[config.mk]
export PLATFORM = sky130hd
export DESIGN_NAME = cfel_core
export DESIGN_NICKNAME = d
export VERILOG_FILES = /design/src/logic/cfel_pkg.sv /design/src/logic/cfel_classify.sv /design/src/logic/cfel_core.sv /design/src/logic/cfel_escalate.sv
export SDC_FILE = /design/constraint.sdc
export NUM_CORES = 1
export LEC_CHECK = 0
export BUFFER_PORTS_ARGS = -buffer_cell sky130_fd_sc_hd__buf_2
export CAP_MARGIN = 40
export CORE_ASPECT_RATIO = 0.9
export CORE_MARGIN = 2
export CORE_UTILIZATION = 28
export CTS_BUF_LIST = sky130_fd_sc_hd__clkbuf_16
export CTS_CLUSTER_SIZE = 14
export DETAILED_ROUTE_END_ITERATION = 16
export PLACE_DENSITY_LB_ADDON = 0.15
export RECOVER_POWER = 50
export SLEW_MARGIN = 10
export SYNTH_ARGS = -nofsm -noshare
export SYNTH_HDL_FRONTEND = slang
export SYNTH_SLANG_ARGS = --single-unit
[constraint.sdc]
create_clock -name clk_i -period 6.85 [get_ports clk_i]
set_clock_uncertainty 0.2 [all_clocks]
set_input_delay 1.0275 -clock clk_i [delete_from_list [all_inputs] [get_ports clk_i]]
set_output_delay 1.0275 -clock clk_i [all_outputs]
set_load 0.05 [all_outputs]
[src/logic/cfel_pkg.sv]
// Shared constants and types of the core fault escalation and lockup unit.
// Assumes one core clock; all fault sources arrive from logic on that clock.
package cfel_pkg;

    ////////////////////////////////////////////////////////////////////////////
    // Register map
    localparam int          ADDR_W         = 8;
    localparam int          PRIO_W         = 8;
    localparam logic [7:0]  OFS_FAULT_STAT = 8'h00;
    localparam logic [7:0]  OFS_HARD_STAT  = 8'h04;
    localparam logic [7:0]  OFS_MM_ADDR    = 8'h08;
    localparam logic [7:0]  OFS_BUS_ADDR   = 8'h0C;
    localparam logic [7:0]  OFS_HANDLER_EN = 8'h10;
    localparam logic [7:0]  OFS_PRIO       = 8'h14;
    localparam logic [7:0]  OFS_CORE_STATE = 8'h18;

    ////////////////////////////////////////////////////////////////////////////
    // Flag positions in fault status (mem bits 7:0, bus 15:8, usage 31:16), last two in hard status
    localparam int B_INSTR_ACCESS_VIOL  = 0;
    localparam int B_DATA_ACCESS_VIOL   = 1;
    localparam int B_MEM_UNSTACKING_ERR = 3;
    localparam int B_MEM_STACKING_ERR   = 4;
    localparam int B_MEM_LAZY_FP_ERR    = 5;
    localparam int B_MM_ADDR_VALID      = 7;
    localparam int B_PREFETCH_BUS_ERR   = 8;
    localparam int B_EXACT_DATA_BUS_ERR = 9;
    localparam int B_INEXACT_DATA_BUS   = 10;
    localparam int B_BUS_UNSTACKING_ERR = 11;
    localparam int B_BUS_STACKING_ERR   = 12;
    localparam int B_BUS_LAZY_FP_ERR    = 13;
    localparam int B_BUS_ADDR_VALID     = 15;
    localparam int B_UNDEFINED_OPCODE   = 16;
    localparam int B_BAD_ISA_STATE      = 17;
    localparam int B_BAD_RETURN_VALUE   = 18;
    localparam int B_COPROC_ACCESS      = 19;
    localparam int B_MISALIGNED_ACCESS  = 24;
    localparam int B_ZERO_DIVISOR       = 25;
    localparam int B_VECTOR_READ_ERR    = 1;
    localparam int B_ESCALATED          = 30;

    ////////////////////////////////////////////////////////////////////////////
    // Reset values
    localparam logic [31:0] RST_WORD       = 32'h0000_0000;
    localparam logic [2:0]  RST_HANDLER_EN = 3'h0;
    localparam logic [23:0] RST_PRIO       = 24'h00_0000;

    // Configurable fault classes, also index into enables and priorities
    localparam int C_MEM   = 0;
    localparam int C_BUS   = 1;
    localparam int C_USAGE = 2;

    typedef enum logic [2:0] {
        EK_THREAD, EK_NMI, EK_HARD, EK_MEM, EK_BUS, EK_USAGE, EK_OTHER
    } cfel_kind_t;

    typedef enum logic [2:0] {
        TGT_NONE, TGT_MEM, TGT_BUS, TGT_USAGE, TGT_HARD
    } cfel_target_t;

    typedef struct packed {
        logic        vec_bus_err;
        logic        ibus_err;
        logic        dbus_exact;
        logic        dbus_inexact;
        logic        stk_bus;
        logic        unstk_bus;
        logic        lsp_bus;
        logic        never_exec;
        logic        mpu_iviol;
        logic        mpu_dviol;
        logic        mpu_stk;
        logic        mpu_unstk;
        logic        mpu_lsp;
        logic        coproc;
        logic        undef;
        logic        bad_isa;
        logic        bad_ret;
        logic        misaligned;
        logic        zero_div;
        logic [31:0] addr;
    } cfel_cause_t;

    typedef struct packed {
        cfel_kind_t          kind;
        logic [PRIO_W-1:0]   exec_prio;
        logic                mask_on;
        logic [PRIO_W-1:0]   mask_prio;
        logic                bus_entry;
    } cfel_ctx_t;

endpackage
[src/logic/cfel_classify.sv]
// Sorts raw fault causes into status flags and fault classes.
// Assumes cause bits are one-cycle pulses from the pipeline on the core clock.
`timescale 1ns/100ps
module cfel_classify
    import cfel_pkg::*;
#(
    parameter bit HAS_FPU = 1'b1
) (
    input  wire cfel_cause_t  cause_i,
    output logic [31:0]       set_bits_o,
    output logic [2:0]        class_hit_o,
    output logic              mm_cap_o,
    output logic              bus_cap_o
);
    wire fp_mem = HAS_FPU & cause_i.mpu_lsp;
    wire fp_bus = HAS_FPU & cause_i.lsp_bus;
    wire iacc   = cause_i.mpu_iviol | cause_i.never_exec;

    assign mm_cap_o  = cause_i.mpu_dviol;
    assign bus_cap_o = cause_i.dbus_exact;

    always_comb begin
        set_bits_o = RST_WORD;
        set_bits_o[B_INSTR_ACCESS_VIOL]  = iacc;
        set_bits_o[B_DATA_ACCESS_VIOL]   = cause_i.mpu_dviol;
        set_bits_o[B_MEM_UNSTACKING_ERR] = cause_i.mpu_unstk;
        set_bits_o[B_MEM_STACKING_ERR]   = cause_i.mpu_stk;
        set_bits_o[B_MEM_LAZY_FP_ERR]    = fp_mem;
        set_bits_o[B_MM_ADDR_VALID]      = mm_cap_o;
        set_bits_o[B_PREFETCH_BUS_ERR]   = cause_i.ibus_err;
        set_bits_o[B_EXACT_DATA_BUS_ERR] = cause_i.dbus_exact;
        set_bits_o[B_INEXACT_DATA_BUS]   = cause_i.dbus_inexact;
        set_bits_o[B_BUS_UNSTACKING_ERR] = cause_i.unstk_bus;
        set_bits_o[B_BUS_STACKING_ERR]   = cause_i.stk_bus;
        set_bits_o[B_BUS_LAZY_FP_ERR]    = fp_bus;
        set_bits_o[B_BUS_ADDR_VALID]     = bus_cap_o;
        set_bits_o[B_UNDEFINED_OPCODE]   = cause_i.undef;
        set_bits_o[B_BAD_ISA_STATE]      = cause_i.bad_isa;
        set_bits_o[B_BAD_RETURN_VALUE]   = cause_i.bad_ret;
        set_bits_o[B_COPROC_ACCESS]      = cause_i.coproc;
        set_bits_o[B_MISALIGNED_ACCESS]  = cause_i.misaligned;
        set_bits_o[B_ZERO_DIVISOR]       = cause_i.zero_div;
        class_hit_o[C_MEM]   = |set_bits_o[6:0];
        class_hit_o[C_BUS]   = |set_bits_o[14:8];
        class_hit_o[C_USAGE] = |set_bits_o[31:16];
    end

endmodule

[src/logic/cfel_core.sv]
// Fault status, escalation to hard fault and lockup control of the core.
// Assumes pipeline, protection unit and debug logic share clk_i.
`timescale 1ns/100ps
// Behaviour
// - Bus errors on fetch, vector read or data access raise a fault.
// - Executing from a never-execute region raises a fault.
// - Privilege breaks or uncovered regions raise a memory protection fault.
// - Vector read bus error goes to hard fault and sets its flag.
// - Each escalation to hard fault sets the escalated flag.
// - Protection mismatches go to memory handler with per-cause flags.
// - Bus errors go to bus handler with per-cause flags.
// - Usage handler takes six cases, each with its own flag.
// - Never-execute fetch flags instruction violation even without protection unit.
// - Lazy floating-point flags exist only when the FPU is present.
// - Configurable faults have programmable priority and a handler enable.
// - Same-kind fault inside its own handler escalates to hard fault.
// - Fault not above current execution priority escalates to hard fault.
// - Fault with disabled handler escalates to hard fault.
// - Bus error stacking into bus handler does not escalate.
// - Only reset and NMI preempt hard fault; it preempts all else.
// - Exact data bus errors and data access violations capture the faulting address.
// - Hard fault inside NMI or hard fault handler enters lockup.
// - Lockup lasts until reset, NMI or debugger halt.
// - Lockup entered from NMI is not released by a later NMI.
// - A fault not above the mask limit stays pending.
module cfel_core
    import cfel_pkg::*;
#(
    parameter bit HAS_FPU = 1'b1
) (
    input  wire logic              clk_i,
    input  wire logic              rst_i,
    input  wire logic [ADDR_W-1:0] reg_addr_i,
    input  wire logic [31:0]       reg_wdata_i,
    input  wire logic              reg_wr_i,
    input  wire logic              reg_rd_i,
    output logic [31:0]            reg_rdata_o,
    input  wire cfel_cause_t       cause_i,
    input  wire cfel_ctx_t         ctx_i,
    input  wire logic              nmi_i,
    input  wire logic              dbg_halt_i,
    output cfel_target_t           handler_req_o,
    output logic                   lockup_o,
    output logic [2:0]             pending_o
);

    ////////////////////////////////////////////////////////////////////////////
    // Checks
    if (HAS_FPU !== 1'b0 && HAS_FPU !== 1'b1) begin : g_bad_fpu
        $error("HAS_FPU must be 0 or 1");
    end

    ////////////////////////////////////////////////////////////////////////////
    // State
    typedef enum logic {LK_RUN, LK_LOCKED} cfel_lock_t;

    logic [31:0]    fault_status;
    logic [31:0]    hard_status;
    logic [31:0]    mm_addr;
    logic [31:0]    bus_addr;
    logic [2:0]     handler_en;
    logic [23:0]    prio_cfg;
    logic [2:0]     pend;
    logic           lock_from_nmi;
    cfel_lock_t     lock_state;
    cfel_target_t   target;
    logic [31:0]    rdata;

    ////////////////////////////////////////////////////////////////////////////
    // Classification
    logic [31:0]    set_bits;
    logic [2:0]     class_hit;
    logic           mm_cap;
    logic           bus_cap;

    cfel_classify #(.HAS_FPU(HAS_FPU)) u_classify (
        .cause_i     (cause_i),
        .set_bits_o  (set_bits),
        .class_hit_o (class_hit),
        .mm_cap_o    (mm_cap),
        .bus_cap_o   (bus_cap)
    );

    ////////////////////////////////////////////////////////////////////////////
    // Escalation per configurable class
    wire            locked    = (lock_state == LK_LOCKED);
    wire [2:0]      req       = (class_hit | pend) & {3{!locked}};
    wire            bus_exempt = cause_i.stk_bus & ctx_i.bus_entry;
    logic [2:0]     take;
    logic [2:0]     esc;

    function automatic cfel_kind_t class_kind(input int c);
        case (c)
            C_MEM:   class_kind = EK_MEM;
            C_BUS:   class_kind = EK_BUS;
            default: class_kind = EK_USAGE;
        endcase
    endfunction

    for (genvar c = 0; c < 3; c++) begin : g_class
        cfel_escalate u_esc (
            .req_i      (req[c]),
            .own_kind_i (class_kind(c)),
            .prio_i     (prio_cfg[c*PRIO_W +: PRIO_W]),
            .enable_i   (handler_en[c]),
            .exempt_i   ((c == C_BUS) & bus_exempt),
            .ctx_i      (ctx_i),
            .take_o     (take[c]),
            .escalate_o (esc[c])
        );
    end

    ////////////////////////////////////////////////////////////////////////////
    // Outcome selection
    wire vec_err    = cause_i.vec_bus_err & !locked;
    wire any_esc    = |esc;
    wire hard_req   = vec_err | any_esc;
    wire fixed_busy = (ctx_i.kind == EK_NMI) | (ctx_i.kind == EK_HARD);
    wire go_lock    = hard_req & fixed_busy;
    wire go_hard    = hard_req & !fixed_busy;
    wire [2:0] pick = take[C_BUS] ? 3'b010 :
                      take[C_MEM] ? 3'b001 :
                      take[C_USAGE] ? 3'b100 : 3'b000;
    wire [2:0] next_pend = hard_req ? (req & ~esc) :
                           (req & ~pick);

    cfel_target_t next_target;
    // Any hard fault request wins; own handlers wait in pending meanwhile
    assign next_target = go_hard     ? TGT_HARD :
                         hard_req    ? TGT_NONE :
                         pick[C_BUS] ? TGT_BUS :
                         pick[C_MEM] ? TGT_MEM :
                         pick[C_USAGE] ? TGT_USAGE : TGT_NONE;

    ////////////////////////////////////////////////////////////////////////////
    // Lockup control
    wire release_lock = dbg_halt_i | (nmi_i & !lock_from_nmi);
    cfel_lock_t next_lock;
    always_comb begin
        case (lock_state)
            LK_RUN:    next_lock = go_lock ? LK_LOCKED : LK_RUN;
            LK_LOCKED: next_lock = release_lock ? LK_RUN : LK_LOCKED;
            default:   next_lock = LK_RUN;
        endcase
    end

    always_ff @(posedge clk_i) begin
        if (rst_i) begin
            lock_state    <= LK_RUN;
            lock_from_nmi <= 1'b0;
        end else begin
            lock_state <= next_lock;
            if (lock_state == LK_RUN && go_lock) begin
                lock_from_nmi <= (ctx_i.kind == EK_NMI);
            end
        end
    end

    ////////////////////////////////////////////////////////////////////////////
    // Register decode
    wire hit_fs   = (reg_addr_i == OFS_FAULT_STAT);
    wire hit_hs   = (reg_addr_i == OFS_HARD_STAT);
    wire hit_en   = (reg_addr_i == OFS_HANDLER_EN);
    wire hit_prio = (reg_addr_i == OFS_PRIO);
    wire [31:0] clr_fs = (reg_wr_i & hit_fs) ? reg_wdata_i : RST_WORD;
    wire [31:0] clr_hs = (reg_wr_i & hit_hs) ? reg_wdata_i : RST_WORD;
    wire [31:0] set_fs = locked ? RST_WORD : set_bits;
    wire [31:0] set_hs = {1'b0, any_esc, 28'h000_0000, vec_err, 1'b0};
    wire [31:0] next_fs = (fault_status & ~clr_fs) | set_fs;
    wire [31:0] next_hs = (hard_status & ~clr_hs) | set_hs;
    wire [31:0] core_word = {26'h000_0000, pend, lock_from_nmi, 1'b0, locked};

    always_comb begin
        case (reg_addr_i)
            OFS_FAULT_STAT: rdata = fault_status;
            OFS_HARD_STAT:  rdata = hard_status;
            OFS_MM_ADDR:    rdata = mm_addr;
            OFS_BUS_ADDR:   rdata = bus_addr;
            OFS_HANDLER_EN: rdata = {29'h0000_0000, handler_en};
            OFS_PRIO:       rdata = {8'h00, prio_cfg};
            OFS_CORE_STATE: rdata = core_word;
            default:        rdata = RST_WORD;
        endcase
    end

    ////////////////////////////////////////////////////////////////////////////
    // Registers
    always_ff @(posedge clk_i) begin
        if (rst_i) begin
            fault_status <= RST_WORD;
            hard_status  <= RST_WORD;
            handler_en   <= RST_HANDLER_EN;
            prio_cfg     <= RST_PRIO;
            reg_rdata_o  <= RST_WORD;
        end else begin
            fault_status <= next_fs;
            hard_status  <= next_hs;
            if (reg_wr_i && hit_en) begin
                handler_en <= reg_wdata_i[2:0];
            end
            if (reg_wr_i && hit_prio) begin
                prio_cfg <= reg_wdata_i[23:0];
            end
            reg_rdata_o <= reg_rd_i ? rdata : RST_WORD;
        end
    end

    always_ff @(posedge clk_i) begin
        if (rst_i) begin
            mm_addr  <= RST_WORD;
            bus_addr <= RST_WORD;
            pend     <= 3'h0;
            target   <= TGT_NONE;
        end else begin
            if (mm_cap && !locked) begin
                mm_addr <= cause_i.addr;
            end
            if (bus_cap && !locked) begin
                bus_addr <= cause_i.addr;
            end
            pend   <= next_pend;
            target <= next_target;
        end
    end

    assign handler_req_o = target;
    assign lockup_o      = locked;
    assign pending_o     = pend;
endmodule

[src/logic/cfel_escalate.sv]
// Decides for one configurable fault class: own handler, hard fault, or wait.
// Assumes lower priority number means higher urgency.
`timescale 1ns/100ps
module cfel_escalate
    import cfel_pkg::*;
(
    input  wire logic              req_i,
    input  wire cfel_kind_t        own_kind_i,
    input  wire logic [PRIO_W-1:0] prio_i,
    input  wire logic              enable_i,
    input  wire logic              exempt_i,
    input  wire cfel_ctx_t         ctx_i,
    output logic                   take_o,
    output logic                   escalate_o
);
    wire fixed_busy = (ctx_i.kind == EK_NMI) | (ctx_i.kind == EK_HARD);
    wire same_kind  = (ctx_i.kind == own_kind_i);
    wire beats_exec = (ctx_i.kind == EK_THREAD) |
                      (!fixed_busy & (prio_i < ctx_i.exec_prio));
    wire beats_mask = !ctx_i.mask_on | (prio_i < ctx_i.mask_prio);

    assign escalate_o = req_i & !exempt_i &
                        (!enable_i | same_kind | !beats_exec);
    assign take_o     = req_i & (exempt_i | (!escalate_o & beats_mask));

endmodule

After elaboration in Yosys (flattened, before gate mapping)
Cells that the tools add are included.
- bits in latches: 0
- logic and storage cells: 125
- memory bits (read-only): 0
- flip-flop bits (word level): 195
- output and inout port bits: 39
- memory bits (writable): 0
- input port bits: 118
- memories kept: 0
- mux-type cells: 16
- $add $sub $neg: 0
- $mul: 0
- div/mod/pow operators: 0
- bitwise gates (word level): 51
- shifts and indexed selects: 0
- equality and inequality tests: 11
- order comparisons: 6
- reduce and logical (&&, ||, !) cells: 28
- operators by type and width (cell ; number):
    $pmux 32 s7 ; 1
    $and 32x32->32 ; 2
    $mux 32 ; 2
    $not 32->32 ; 2
    $lt 8x8->1 ; 6
    $or 32x26->32 ; 1
    $or 32x31->32 ; 1
    $mux 26 ; 1
    $eq 8x5->1 const B ; 3
    $and 1x1->1 ; 20
    $or 1x1->1 ; 17
    $eq 8x4->1 const B ; 2
    $mux 3 ; 5
    $logic_not 1->1 ; 14
    $reduce_or 6->1 ; 2
    $and 3x3->3 ; 3
    $eq 8x3->1 const B ; 1
    $logic_not 8->1 ; 1
    $mux 2 ; 4
    $eq 3x2->1 const B ; 2
    $eq 3x3->1 const B ; 2
    $not 3->3 ; 2
    $reduce_or 3->1 ; 2
    $logic_and 1x1->1 ; 5
    9 further kinds ; 11

Logic depth before layout (Yosys ltp)
- depth after elaboration: 19
- depth in mapped cells: 9
- depth with buffers taken out: 9

Hierarchy
From an unflattened synthesis, not the netlist that was laid out.
- cells, all modules: 1202
- area total of the unflattened synthesis: 9624.2 µm²
- by module, submodules not included (module ; times used ; cells each ; area an instance (µm²) ; seq. area each (µm²)):
    cfel_core ; 1 ; 981 ; 7997.7 ; 3903.7
    cfel_escalate ; 3 ; 59 ; 440.4 ; 0.0
    cfel_classify ; 1 ; 44 ; 305.3 ; 0.0

Worst setup path after synthesis
OpenSTA, ideal clock, no wires.
- kind: input to register
- start: input port ctx_i[12] (netlist name)
- end: register lock_from_nmi
- required time: 6.533 ns
- buffers on the path: 0
- setup slack: 3.848 ns
- setup time: 0.117 ns
- stages on the path: 9
- data arrival time: 2.684 ns
- cell sequence: inv_1 -> ha_1 -> a211o_1 -> a31oi_1 -> nor3_1 -> o31a_1 -> a22oi_2 -> nand3_1 -> a32o_1
- cells in the longest elaborated chain, start to end: 10
- elaborated cells on any way between the ends: 22
- classes of those cells: 3 x order compare; 14 x bitwise; 5 x reduce/logical
- RTL lines (item ; RTL line ; text):
    start: declaration ; cfel_core.sv:39 ; input wire cfel_ctx_t ctx_i,
    $lt 8x8->1 ; cfel_escalate.sv:19 ; (!fixed_busy & (prio_i < ctx_i.exec_prio));
    $and 1x1->1 ; cfel_escalate.sv:19 ;
    $or 1x1->1 ; cfel_escalate.sv:18 ; wire beats_exec = (ctx_i.kind == EK_THREAD) |
    $logic_not 1->1 ; cfel_escalate.sv:23 ; (!enable_i | same_kind | !beats_exec);
    $or 1x1->1 ; cfel_escalate.sv:23 ;
    $and 1x1->1 ; cfel_escalate.sv:22 ; assign escalate_o = req_i & !exempt_i &
    $reduce_or 3->1 (*) ; cfel_core.sv:116 ; wire any_esc = |esc;
    $or 1x1->1 (*) ; cfel_core.sv:117 ; wire hard_req = vec_err | any_esc;
    $and 1x1->1 (*) ; cfel_core.sv:119 ; wire go_lock = hard_req & fixed_busy;
    $logic_and 1x1->1 (*) ; cfel_core.sv:153 ; if (lock_state == LK_RUN && go_lock) begin
    end signal: assignment ; cfel_core.sv:154 ; lock_from_nmi <= (ctx_i.kind == EK_NMI);
    end: declaration ; cfel_core.sv:64 ; logic lock_from_nmi;
Mark *: on every way between the ends. The rest lies on a longest branch, timed or not.
A chain may end at the register's enable or synchronous reset.

Final worst setup path
- start: input port reg_addr_i[5]
- end: register fault_status[5]
- cells in the longest elaborated chain, start to end: 6
- RTL lines (item ; RTL line ; text):
    start: declaration ; cfel_core.sv:33 ; input wire logic [ADDR_W-1:0] reg_addr_i,
    $logic_not 8->1 ; cfel_core.sv:161 ; wire hit_fs = (reg_addr_i == OFS_FAULT_STAT);
    $and 1x1->1 ; cfel_core.sv:165 ; wire [31:0] clr_fs = (reg_wr_i & hit_fs) ? reg_wdata_i : RST_WORD;
    $mux 32 ; cfel_core.sv:165 ;
    $not 32->32 ; cfel_core.sv:169 ; wire [31:0] next_fs = (fault_status & ~clr_fs) | set_fs;
    $and 32x32->32 ; cfel_core.sv:169 ;
    $or 32x26->32 ; cfel_core.sv:169 ;
    end signal: assignment ; cfel_core.sv:196 ; fault_status <= next_fs;
    end: declaration ; cfel_core.sv:57 ; logic [31:0] fault_status;
No other way between the ends.

==> impl_metrics.sql <==
INSERT INTO impl_metrics (metric_group, metric, value, unit) VALUES
('detailed_routing', 'num_vias', '7684', ''),
('global_routing', 'grt_start_max_net_pins', '65', ''),
('logic_synthesis', 'post_synth_main_area_contributors', 'sky130_fd_sc_hd__dfxtp_1, sky130_fd_sc_hd__nand2_1, sky130_fd_sc_hd__a21oi_1', ''),
('timing', 'rsz0062_at_grt', 'false', ''),
('worst_setup_path', 'start_kind', 'primary input', ''),
('die', 'boundaryPins', '157', ''),
('global_routing', 'grt.total_usage', '19.0', '%'),
('worst_setup_path', 'regToRegSetupSlack', '3560', 'ps'),
('clocking', 'cts.reportedPaths.clkPinSlew', '70', 'ps'),
('logic_synthesis', 'synth.top_cells.by_count', 'sky130_fd_sc_hd__nand2_1, sky130_fd_sc_hd__dfxtp_1, sky130_fd_sc_hd__a21oi_1, sky130_fd_sc_hd__clkbuf_1, sky130_fd_sc_hd__ha_1', ''),
('die', 'row_count', '61', ''),
('die', 'effective_utilization_at_floorplan', '28.2', '%'),
('worst_setup_path', 'crit_type', 'primary input to flop', ''),
('detailed_routing', 'antenna_nets_post_route', '0', ''),
('timing', 'maxSlewViolCount', '66', ''),
('placed_design', 'placement_cell_area', '9870', 'µm²'),
('detailed_routing', 'wirelength', '30.7', 'mm'),
('logic_synthesis', 'synth-seq-cells', '195', ''),
('timing', 'finalHoldViolations', '0', ''),
('worst_setup_path', 'crit_arrival', '4600', 'ps'),
('power', 'reported_leakage_power', '4.07', 'nW'),
('detailed_routing', 'routed_wire_length_per_instance', '19.3', 'µm'),
('power', 'power_density', '231', 'nW/µm²'),
('clocking', 'cts.path.max_buffers', '2', ''),
('logic_synthesis', 'async_flop_share', '0', '%'),
('clocking', 'cts_h_tree_depth', '4', ''),
('placed_design', 'globalplace.congestion', '0.773', ''),
('timing', 'worst_slew_pin_slew', '1600', 'ps'),
('die', 'chipHeight', '171', 'µm'),
('worst_setup_path', 'worstPathMaxFanout', '26', ''),
('placed_design', 'preCtsSetupSlack', '3100', 'ps'),
('die', 'die_width', '189', 'µm'),
('layout', 'fin_nets', '1331', ''),
('layout', 'drive_gt1_share', '15.7', '%'),
('logic_synthesis', 'post-synth-top-area-cell', 'sky130_fd_sc_hd__dfxtp_1', ''),
('logic_synthesis', 'ys.flop_type', 'sky130_fd_sc_hd__dfxtp_1', ''),
('run_status', 'outcome', 'finished with violations', ''),
('global_routing', 'grt_pass1_vias', '7287', ''),
('layout', 'area_growth_syn_to_layout', '19.6', '%'),
('logic_synthesis', 'post_syn_area', '8640', 'µm²'),
('run_status', 'failed_checks', 'max-capacitance violations, max-slew violations', ''),
('timing', 'finalWorstSetupSlack', '2350', 'ps'),
('die', 'core-area', '30600', 'µm²'),
('logic_synthesis', 'synth-warning-count', '0', ''),
('logic_synthesis', 'yosysTopAreaCellShare', '45.2', '%'),
('detailed_routing', 'routed_via_density', '4.83', ''),
('logic_synthesis', 'synth-edff-count', '0', ''),
('worst_setup_path', 'critPathRequiredTime', '6950', 'ps'),
('global_routing', 'antenna_found_initial', '1', ''),
('power', 'irDropWorstVdd', '0.000169', 'V'),
('placed_design', 'hpwlAfterDp', '23.0', 'mm'),
('logic_synthesis', 'leading_cell_type_by_number_of_instances_after_synthesis', 'sky130_fd_sc_hd__nand2_1', ''),
('clocking', 'clkLatencyLatePin', '440', 'ps'),
('timing', 'setup_tns', '0', 'ps'),
('timing', 'holdWs', '231', 'ps'),
('timing', 'timing.final.setup_violations', '0', ''),
('clocking', 'cts_hold_buffers', '0', ''),
('logic_synthesis', 'avg_cell_area_syn', '8.26', 'µm²'),
('logic_synthesis', 'synth_fp_nets', '1207', ''),
('timing', 'min_period_over_period', '65.7', '%'),
('layout', 'stdcell_area', '10300', 'µm²'),
('global_routing', 'grt-ovfl-total', '0', ''),
('die', 'die_area', '32300', 'µm²'),
('min_path', 'timing.hold.worst.class', 'flop to flop', ''),
('worst_setup_path', 'end_kind', 'flop', ''),
('clocking', 'cts_setup_buffers', '0', ''),
('logic_synthesis', 'post_synth_num_cell_types', '59', ''),
('placed_design', 'buffer_ports.inserted', '156', ''),
('clocking', 'cts_tree', 'yes', ''),
('job', 'maxCapViolations', '2', ''),
('clocking', 'ctsResizeCount', '0', '');
==> power breakdown <==
part	internal, mW	switching [mW]	total [mW]
clock network	0.483	0.498	0.981
registers	1.17	0.0195	1.19
logic	0.0817	0.141	0.223
total	1.73	0.659	2.39
==> critical path: stages <==
cell and delay [ps]:
sky130_fd_sc_hd__buf_2 100, sky130_fd_sc_hd__nor3_1 210, sky130_fd_sc_hd__nand2_1 180, sky130_fd_sc_hd__nor2_1 510, sky130_fd_sc_hd__clkbuf_1 700, sky130_fd_sc_hd__nor4bb_1 1070, sky130_fd_sc_hd__buf_4 480, sky130_fd_sc_hd__nand2_1 100
sky130_fd_sc_hd__a21oi_1 170, sky130_fd_sc_hd__nor2_1 50
==> logic make-up (layout without fill, tap and decap cells) <==
kind of cell / Yosys count / count (layout) / share of synthesized area (%)
adder cells (fa/ha/maj): 43 / 43 / 6.19
AND/OR/NAND/NOR: 414 / 414 / 20.9
AO/OA/AOI/OAI: 276 / 276 / 18.3
multiplexers: 34 / 34 / 5.69
flip-flops: 195 / 195 / 45.2
buffers and inverters: 85 / 221 / 3.85
==> state kept, by name, indices dropped and copies added, names as in the netlist <==
name / count
hard_status: 32
handler_en: 3
lock_from_nmi: 1
pending_o: 3
prio_cfg: 24
fault_status: 32
lockup_o: 1
reg_rdata_o: 32
handler_req_o: 3
mm_addr: 32
bus_addr: 32
==> final cells by class <==
| class | instances | area [µm²] |
|---|---|---|
| clock buffers | 17 | 425 |
| inverters | 19 | 71.3 |
| fillers | 3319 | 20300 |
| multi-input cells | 767 | 4400 |
| well taps | 409 | 512 |
| repair buffers | 171 | 887 |
| flip-flops and latches | 195 | 3900 |
| clock inverters | 14 | 138 |
==> stage by stage <==
stage | util, % | cells
2_1_floorplan | - | 1047
3_3_place_gp | 32.0 | 1557
3_5_place_dp | 32.3 | 1561
4_1_cts | 34.1 | 1592
5_1_grt | 33.8 | 1592
6_report | 33.8 | 1592
==> per-layer routing <==
metal	share of wire (%)	track usage [%]	vias to the layer above
li1	-	-	3843
met4	0.76	3.44	2
met3	5.5	3.28	14
met5	0.042	0	-
met2	42	27.8	202
met1	52	29.1	3623
==> layout by cell type (no fill, tap or decap), types with 3 or more instances in the layout <==
cell type	n
sky130_fd_sc_hd__a22oi_1	19
sky130_fd_sc_hd__buf_2	116
sky130_fd_sc_hd__a21oi_1	186
sky130_fd_sc_hd__inv_1	18
sky130_fd_sc_hd__a211o_1	3
sky130_fd_sc_hd__nor4_1	3
sky130_fd_sc_hd__nor3_1	8
sky130_fd_sc_hd__clkbuf_1	41
sky130_fd_sc_hd__a21o_1	5
sky130_fd_sc_hd__nand3_1	6
sky130_fd_sc_hd__clkinv_4	4
sky130_fd_sc_hd__ha_1	42
sky130_fd_sc_hd__a211oi_1	8
sky130_fd_sc_hd__dfxtp_1	195
sky130_fd_sc_hd__buf_4	11
sky130_fd_sc_hd__clkbuf_16	17
sky130_fd_sc_hd__inv_8	5
sky130_fd_sc_hd__nand4_1	6
sky130_fd_sc_hd__nand2b_1	10
sky130_fd_sc_hd__nor2b_1	25
sky130_fd_sc_hd__a222oi_1	3
sky130_fd_sc_hd__nor2_1	33
sky130_fd_sc_hd__a31oi_1	6
sky130_fd_sc_hd__mux4_2	12
sky130_fd_sc_hd__nand2_1	300
sky130_fd_sc_hd__and2_1	4
sky130_fd_sc_hd__mux2i_1	21
sky130_fd_sc_hd__o21ai_0	27
==> final timing paths <==
path,from,to,cells past startpoint
max,reg_addr_i[5],fault_status[5],10
min,fault_status[22],fault_status[22],2
max reg2reg,lockup_o,mm_addr[2],4
min reg2reg,fault_status[22],fault_status[22],2
Note: power is estimated with default switching activity, not from simulation.
